==> src/inc/scr_pkg.sv <==
// Notes on behaviour
// - Writes to either config register are taken only in DIAGNOSTIC with the lock bit at 0b.
// - Timeout select bits 5-4 give 640 ms for 00b, 320 ms for 01b, 5 ms for 10b, 1.25 ms for 11b.
// - Lock threshold bits 3-0 are the limit the four-bit error counter is compared against.
// - With the exit disable bit at 0b, SAFE goes to RESET when the SAFE timer expires.
// - With exit disable at 1b and counter at or below threshold, expiry still leads to RESET.
// - With exit disable at 1b and counter above threshold, the device stays locked in SAFE.
// - Clock warning response enable at bit 7 sends DIAGNOSTIC or ACTIVE to SAFE on a warning.
// - The analog self-test scheduler runs in ACTIVE only with bit 5 set and a group start bit set.
// - Bit 4 governs automatic self-tests during reset extension on entering RESET.
// - Automatic self-tests run when that bit is 0b and are skipped when it is 1b.
// - With the self-test failure response bit set, an analog self-test failure requests SAFE.
// - With the enable-driver error response bit set, a pin driver error requests SAFE.
// - A reset-output driver error requests RESET if enabled, else SAFE if enabled; RESET wins.
package scr_pkg;

   // Device operating state codes seen on the state input
   localparam logic [2:0] DST_OFF    = 3'h0;
   localparam logic [2:0] DST_RESET  = 3'h2;
   localparam logic [2:0] DST_DIAG   = 3'h3;
   localparam logic [2:0] DST_ACTIVE = 3'h4;
   localparam logic [2:0] DST_SAFE   = 3'h5;

   // Register select on the command port
   localparam logic CMD_SEL_ONE = 1'b0;
   localparam logic CMD_SEL_TWO = 1'b1;

   // Field positions, first register
   localparam int CFG1_TO_MSB = 5;
   localparam int CFG1_TO_LSB = 4;
   localparam int CFG1_TH_MSB = 3;
   localparam int CFG1_TH_LSB = 0;
   // Field positions, second register
   localparam int CFG2_CLKW_BIT  = 7;
   localparam int CFG2_SCHED_BIT = 5;
   localparam int CFG2_AUTO_BIT  = 4;
   localparam int CFG2_STF_BIT   = 3;
   localparam int CFG2_ENDRV_BIT = 2;
   localparam int CFG2_NRST_BIT  = 1;
   localparam int CFG2_NSAFE_BIT = 0;

   // Writable bit masks and reset values
   localparam logic [7:0] CFG1_WMASK = 8'h3f;
   localparam logic [7:0] CFG2_WMASK = 8'hbf;
   localparam logic [7:0] CFG1_RST   = 8'h00;
   localparam logic [7:0] CFG2_RST   = 8'h00;

   // Timeout select codes
   localparam logic [1:0] TO_SEL_640 = 2'h0;
   localparam logic [1:0] TO_SEL_320 = 2'h1;
   localparam logic [1:0] TO_SEL_5   = 2'h2;
   localparam logic [1:0] TO_SEL_1P25 = 2'h3;

   // Timing: clock rate, timer tick and the four periods
   localparam int CLK_KHZ        = 25000;
   localparam int TICK_US        = 250;
   localparam int TICK_CYC       = TICK_US * CLK_KHZ / 1000;
   localparam int SAFE_STATE_TIMEOUT_SEL_640_US = 640000;
   localparam int SAFE_STATE_TIMEOUT_SEL_320_US = 320000;
   localparam int SAFE_STATE_TIMEOUT_SEL_5_US   = 5000;
   localparam int SAFE_STATE_TIMEOUT_SEL_1P25_US = 1250;
   localparam int TK_W           = 12;
   localparam logic [TK_W-1:0] TK_640  = TK_W'(SAFE_STATE_TIMEOUT_SEL_640_US / TICK_US);
   localparam logic [TK_W-1:0] TK_320  = TK_W'(SAFE_STATE_TIMEOUT_SEL_320_US / TICK_US);
   localparam logic [TK_W-1:0] TK_5    = TK_W'(SAFE_STATE_TIMEOUT_SEL_5_US / TICK_US);
   localparam logic [TK_W-1:0] TK_1P25 = TK_W'(SAFE_STATE_TIMEOUT_SEL_1P25_US / TICK_US);

endpackage

==> src/rtl/scr_safe_timer.sv <==
`timescale 1ns/1ps
`default_nettype none
module scr_safe_timer
   import scr_pkg::*;
#(
   parameter int TICK_CYC_P = TICK_CYC
)
(
   // Clock and reset
   input  wire logic       mclk,
   input  wire logic       srst,
   // Control
   input  wire logic       start,
   input  wire logic       stop,
   input  wire logic [1:0] sel,
   // Result
   output var  logic       expired
);

   localparam int PW = $clog2(TICK_CYC_P + 1);

   typedef enum logic {T_IDLE, T_RUN} scr_tmr_state_t;

   scr_tmr_state_t        state_r;
   logic [PW-1:0]         pre_r;
   logic [TK_W-1:0]       cnt_r;
   logic [TK_W-1:0]       load_nxt;
   logic                  tick;

   generate
      if (TICK_CYC_P < 2)
      begin : g_chk
         $error("scr_safe_timer: tick divider must be at least 2 cycles");
      end
   endgenerate

   // Period decode from the select code
   always_comb
   begin
      case (sel)
         TO_SEL_640:  load_nxt = TK_640;
         TO_SEL_320:  load_nxt = TK_320;
         TO_SEL_5:    load_nxt = TK_5;
         default:     load_nxt = TK_1P25;
      endcase
   end

   assign tick = (pre_r == PW'(TICK_CYC_P - 1));

   // Countdown; a start restarts even a running count
   always_ff @(posedge mclk)
   begin
      if (srst || stop)
      begin
         state_r <= T_IDLE;
         pre_r   <= '0;
         cnt_r   <= '0;
      end
      else if (start)
      begin
         state_r <= T_RUN;
         pre_r   <= '0;
         cnt_r   <= load_nxt;
      end
      else
      begin
         case (state_r)
            T_RUN:
            begin
               pre_r <= tick ? '0 : pre_r + PW'(1);
               if (tick)
               begin
                  cnt_r <= cnt_r - TK_W'(1);
                  if (cnt_r == TK_W'(1))
                     state_r <= T_IDLE;
               end
            end
            default: state_r <= T_IDLE;
         endcase
      end
   end

   // One-cycle expiry pulse
   always_ff @(posedge mclk)
   begin
      if (srst || stop || start)
         expired <= 1'b0;
      else
         expired <= (state_r == T_RUN) && tick && (cnt_r == TK_W'(1));
   end
endmodule
`default_nettype wire

==> src/rtl/scr_safety_cfg.sv <==
`timescale 1ns/1ps
`default_nettype none
module scr_safety_cfg
   import scr_pkg::*;
#(
   parameter int TICK_CYC_P = TICK_CYC,
   parameter int GROUPS     = 4
)
(
   // Clock and reset
   input  wire logic              mclk,
   input  wire logic              srst,
   // Register command port from the serial link decoder
   input  wire logic              cmd_valid,
   input  wire logic              cmd_write,
   input  wire logic              cmd_sel,
   input  wire logic [7:0]        cmd_wdata,
   // Register answer
   output var  logic              rsp_valid,
   output var  logic [7:0]        rsp_rdata,
   output var  logic              rsp_refused,
   // Device context
   input  wire logic [2:0]        dev_state,
   input  wire logic              cfg_lock,
   input  wire logic              timeout_exit_disable,
   input  wire logic [3:0]        device_error_counter,
   input  wire logic [GROUPS-1:0] selftest_group_start,
   // Fault events
   input  wire logic              clock_warning,
   input  wire logic              selftest_fail,
   input  wire logic              enable_driver_error,
   input  wire logic              reset_out_error,
   // State change requests and controls
   output var  logic              safe_exit_reset,
   output var  logic              safe_locked,
   output var  logic              go_safe_req,
   output var  logic              go_reset_req,
   output var  logic              scheduler_run,
   output var  logic              auto_selftest_run,
   // Register contents for the rest of the device
   output var  logic [7:0]        safety_config_one,
   output var  logic [7:0]        safety_config_two
);

   logic [2:0] prev_state_r;
   logic       wr_ok;
   logic       in_diag_act;
   logic       safe_entry;
   logic       reset_entry;
   logic       tmr_expired;
   logic       exit_allowed;
   logic       safe_cause;
   logic       reset_cause;

   generate
      if (GROUPS < 1 || GROUPS > 8)
      begin : g_chk
         $error("scr_safety_cfg: GROUPS must be 1 to 8");
      end
   endgenerate

   // Write permission and state decode
   assign wr_ok       = (dev_state == DST_DIAG) && !cfg_lock;
   assign in_diag_act = (dev_state == DST_DIAG) || (dev_state == DST_ACTIVE);
   assign safe_entry  = (dev_state == DST_SAFE) && (prev_state_r != DST_SAFE);
   assign reset_entry = (dev_state == DST_RESET) && (prev_state_r == DST_DIAG
                        || prev_state_r == DST_ACTIVE || prev_state_r == DST_SAFE);

   // Previous state, for entry detection
   always_ff @(posedge mclk)
   begin
      if (srst)
         prev_state_r <= DST_OFF;
      else
         prev_state_r <= dev_state;
   end

   // Config registers; reserved bits never store a one
   always_ff @(posedge mclk)
   begin
      if (srst)
      begin
         safety_config_one <= CFG1_RST;
         safety_config_two <= CFG2_RST;
      end
      else if (cmd_valid && cmd_write && wr_ok)
      begin
         if (cmd_sel == CMD_SEL_ONE)
            safety_config_one <= cmd_wdata & CFG1_WMASK;
         else
            safety_config_two <= cmd_wdata & CFG2_WMASK;
      end
   end

   // Answer one cycle after every command; a blocked write is flagged, not stored
   always_ff @(posedge mclk)
   begin
      if (srst)
      begin
         rsp_valid   <= 1'b0;
         rsp_rdata   <= 8'h00;
         rsp_refused <= 1'b0;
      end
      else
      begin
         rsp_valid   <= cmd_valid;
         rsp_refused <= cmd_valid && cmd_write && !wr_ok;
         if (cmd_valid && !cmd_write)
            rsp_rdata <= (cmd_sel == CMD_SEL_ONE) ? safety_config_one : safety_config_two;
      end
   end

   // SAFE timer; stopped as soon as the device leaves SAFE
   scr_safe_timer #(
      .TICK_CYC_P (TICK_CYC_P)
   ) u_timer (
      .mclk    (mclk),
      .srst    (srst),
      .start   (safe_entry),
      .stop    (dev_state != DST_SAFE),
      .sel     (safety_config_one[CFG1_TO_MSB:CFG1_TO_LSB]),
      .expired (tmr_expired)
   );

   // Exit allowed unless disabled and the error count is past the threshold
   assign exit_allowed = !timeout_exit_disable
                      || (device_error_counter
                          <= safety_config_one[CFG1_TH_MSB:CFG1_TH_LSB]);

   // SAFE exit decision; the lock holds until the device leaves SAFE
   always_ff @(posedge mclk)
   begin
      if (srst)
      begin
         safe_exit_reset <= 1'b0;
         safe_locked     <= 1'b0;
      end
      else
      begin
         safe_exit_reset <= tmr_expired && (dev_state == DST_SAFE) && exit_allowed;
         if (dev_state != DST_SAFE)
            safe_locked <= 1'b0;
         else if (tmr_expired && !exit_allowed)
            safe_locked <= 1'b1;
      end
   end

   // Fault responses; reset-output error picks RESET over SAFE
   assign reset_cause = reset_out_error && safety_config_two[CFG2_NRST_BIT]
                        && (in_diag_act || dev_state == DST_SAFE);
   assign safe_cause  = in_diag_act && (
                           (clock_warning && safety_config_two[CFG2_CLKW_BIT])
                        || (selftest_fail && safety_config_two[CFG2_STF_BIT])
                        || (enable_driver_error && safety_config_two[CFG2_ENDRV_BIT])
                        || (reset_out_error && safety_config_two[CFG2_NSAFE_BIT]
                            && !safety_config_two[CFG2_NRST_BIT]));

   // Requests stand for one cycle per event cycle; the state machine acts on them
   always_ff @(posedge mclk)
   begin
      if (srst)
      begin
         go_safe_req  <= 1'b0;
         go_reset_req <= 1'b0;
      end
      else
      begin
         go_safe_req  <= safe_cause;
         go_reset_req <= reset_cause;
      end
   end

   // Scheduler gate and automatic self-test launch on RESET entry
   always_ff @(posedge mclk)
   begin
      if (srst)
      begin
         scheduler_run     <= 1'b0;
         auto_selftest_run <= 1'b0;
      end
      else
      begin
         scheduler_run <= (dev_state == DST_ACTIVE)
                          && safety_config_two[CFG2_SCHED_BIT]
                          && (|selftest_group_start);
         auto_selftest_run <= reset_entry && !safety_config_two[CFG2_AUTO_BIT];
      end
   end
endmodule
`default_nettype wire

==> config.mk <==
export PLATFORM = sky130hd
export DESIGN_NAME = scr_safety_cfg
export DESIGN_NICKNAME = d
export VERILOG_FILES = /design/src/inc/scr_pkg.sv /design/src/rtl/scr_safe_timer.sv /design/src/rtl/scr_safety_cfg.sv
export SDC_FILE = /design/constraint.sdc
export NUM_CORES = 1
export LEC_CHECK = 0
export BUFFER_PORTS_ARGS = -buffer_cell sky130_fd_sc_hd__buf_2
export CAP_MARGIN = 5
export CORE_ASPECT_RATIO = 0.75
export CORE_MARGIN = 5
export CORE_UTILIZATION = 45
export DETAILED_ROUTE_END_ITERATION = 10
export GPL_ROUTABILITY_DRIVEN = 0
export PLACE_DENSITY = 0.68
export SETUP_SLACK_MARGIN = 0.02
export SLEW_MARGIN = 25
export SYNTH_ARGS = -nofsm -noshare
export SYNTH_HDL_FRONTEND = slang
export SYNTH_SLANG_ARGS = --single-unit
==> constraint.sdc <==
create_clock -name mclk -period 2.15 [get_ports mclk]
set_clock_uncertainty 0.05 [all_clocks]
set_input_delay 0.3225 -clock mclk [delete_from_list [all_inputs] [get_ports mclk]]
set_output_delay 0.3225 -clock mclk [all_outputs]
set_load 0.005 [all_outputs]
==> results_dict.tcl <==
set metrics [dict create \
    status "complete, no violations" \
    cts_tree "yes" \
    cts_buffer_depth 2 \
    dominantRegCellSynth "dfxtp_1" \
    clkLatencyLatePin_ns 0.34 \
    synth_top_area_cell "dfxtp_1" \
    die_y_um 77.12 \
    r2r-start "u_timer.pre_r[0]" \
    grt_overflow 0 \
    total_switching_power_mw 0.5255 \
    vias 2305 \
    cts.sinks 58 \
    h-tree-depth 3 \
    synth_area_leaders "dfxtp_1 (43%), mux2i_1 (7.4%), nor2_1 (6.4%)" \
    synthCells 299 \
    fin_crit_sh_pct 92.63 \
    drcViolationCount 0 \
    dpl.hpwl_um 4820 \
    start_kind "flop" \
    post_cts_buffers 0 \
    power-per-cell-area_mw_per_mm2 682.9 \
    cts_buffers 9 \
    p_int_mw 1.711 \
    place_worst_setup_slack_ns 0.1973 \
    p_comb_share_pct 5.5 \
    path_clk_slew_ns 0.07 \
    syn_area_per_cell_sq_um 9.039 \
    synth.distinct_cells 49 \
    ys_warn_count 0 \
    period_needed_ns 1.992 \
    hold_buffers 0 \
    reg2reg_slack_ns 0.16 \
    rsz0062_at_grt "no" \
    yosysSeqAreaShare_pct 42.96 \
    grt_pass1_wl_um 10180 \
    dieArea_sq_mm 0.007672 \
    total_power_mw 2.237 \
    cts_resized 0 \
    syn_to_final_growth_pct 21.20 \
    min_path_type "primary input to flop" \
    placed_area_sq_mm 0.003072 \
    synth_top_area_share_pct 42.96 \
    route.antenna.remaining_nets 0 \
    io_buffers 56 \
    synth-seq-cells 58 \
    cp_max_fo 8 \
    mostFrequentLayoutCell "dfxtp_1" \
    via_per_inst 5.180 \
    worst_slack_ns 0.1584 \
    fin_tns_setup_ns 0 \
    path_class "flop to flop" \
    layout.nets 400 \
    most-common-layout-cells "dfxtp_1 (58), buf_2 (56), nor2_1 (46)" \
    clk_root_buffer_cell "clkbuf_8" \
    grt_use_total_pct 16.93 \
    maxSlewViolCount 0 \
    die_w_um 99.49 \
    max-vdd-ir-drop_uv 434.4 \
    layout-drive-gt1-share_pct 24.52 \
    first_iter_violations 161 \
    switching_share_pct 23.49 \
    grt_max_degree 26 \
    drt-pass1-iter-count 4 \
    design_area_sq_mm 0.003276 \
    critPathRequiredTime_ns 2.32 \
    grt_pass1_vias 2045 \
    worstHoldStart "timeout_exit_disable" \
    synth_area_sq_mm 0.002703 \
    num_rows 24 \
    grt_antenna_before_repair 0 \
    cap_violations 0 \
    wire_per_inst_um 13.99 \
    n_antenna_cell 0 \
    setup-violations-final 0 \
    p_seq_share_pct 49.1 \
    core_area_sq_mm 0.005826 \
    routed_wl_um 6227 \
    p_leak_nw 1.362 \
    synth_edf_count 0 \
    clockPowerShare_pct 45.4 \
    crit_start "u_timer.pre_r[0]" \
    ios 62 \
    initial_core_util_pct 46.39 \
    max_freq_mhz 502.1 \
    end_kind "flop" \
    ys_async_sr_fraction_pct 0 \
    cp.arrival_ns 2.16 \
    hold_viol_final 0 \
]
-- cell families (layout without fill, tap and decap cells) --
kind of cell	count (synthesis)	in the layout	share of synthesized area, %
buffers and inverters	27	92	4.629
DFF	58	58	42.96
adders and majority gates	8	8	3.704
and+or+nand+nor	128	128	25.83
AOI/OAI and AO/OA	41	41	10.14
xor gates and xnor gates	16	16	5.185
muxes	20	20	7.407
other	1	4	0.1388
-- per-layer routing --
layer / track usage [%] / routed length, um
met5: 0 / 0
met4: 6.548 / 73
met3: 5.984 / 484
met2: 21.18 / 2417
met1: 25.68 / 3252
-- critical path: stages, from the launching register on --
cell      delay, ns
dfxtp_1        0.40
ha_1           0.17
and4b_1        0.29
nand4_4        0.18
or4_1          0.54
a21oi_1        0.18
a211oi_1       0.07
-- final timing paths --
check,endpoint,cells after the start
worst max-delay path,u_timer.cnt_r[10],6
worst min-delay path,safe_exit_reset,2
worst max register to register,u_timer.cnt_r[10],6
worst min register to register,safe_exit_reset,2
-- cell usage after synthesis (4+ instances only) --
| library cell | number |
|---|---|
| nor3_1 | 9 |
| buf_4 | 4 |
| nand4_1 | 5 |
| a211oi_1 | 13 |
| xnor2_1 | 8 |
| xor2_1 | 8 |
| o21ai_0 | 7 |
| ha_1 | 8 |
| inv_1 | 12 |
| dfxtp_1 | 58 |
| clkbuf_1 | 9 |
| nand2_1 | 16 |
| mux2i_1 | 20 |
| a21oi_1 | 9 |
| nor2b_1 | 9 |
| nand3_1 | 11 |
| nor2_1 | 46 |
-- layout make-up --
class / count / area, sq um
clock buffers: 10 / 137.6
clock inverters: 6 / 66.31
fillers: 533 / 2550
inverters: 12 / 45.04
multi-input cells: 217 / 1428
flip-flops and latches: 58 / 1161
well taps: 78 / 97.59
repair buffers: 64 / 340.3
-- flip-flops by register name (all words and copies together), names as in the netlist, 3 cells and up --
register and count:
safety_config_two 7, safety_config_one 6, u_timer.pre_r 13, prev_state_r 3
rsp_rdata 7, u_timer.cnt_r 12
-- power groups by stage --
stage	registers [mW]	logic [mW]	clock network (mW)
global route	1.10	0.139	1.10
detailed placement	1.12	0.123	0
global placement	1.12	0.121	0
CTS	1.10	0.124	1.04
finish	1.10	0.123	1.02
floorplan	1.12	0.0728	0
-- through the flow --
step / util, % / hold slack (ns) / instances
3_5_place_dp: 52.73 / 0.4006 / 429
5_1_grt: 56.23 / 0.1362 / 445
3_3_place_gp: 52.73 / 0.3933 / 429
4_1_cts: 56.23 / 0.1152 / 445
2_1_floorplan: - / 0.3718 / 302
6_report: 56.23 / 0.1324 / 445
No activity file was read; power rests on OpenSTA's default activity.
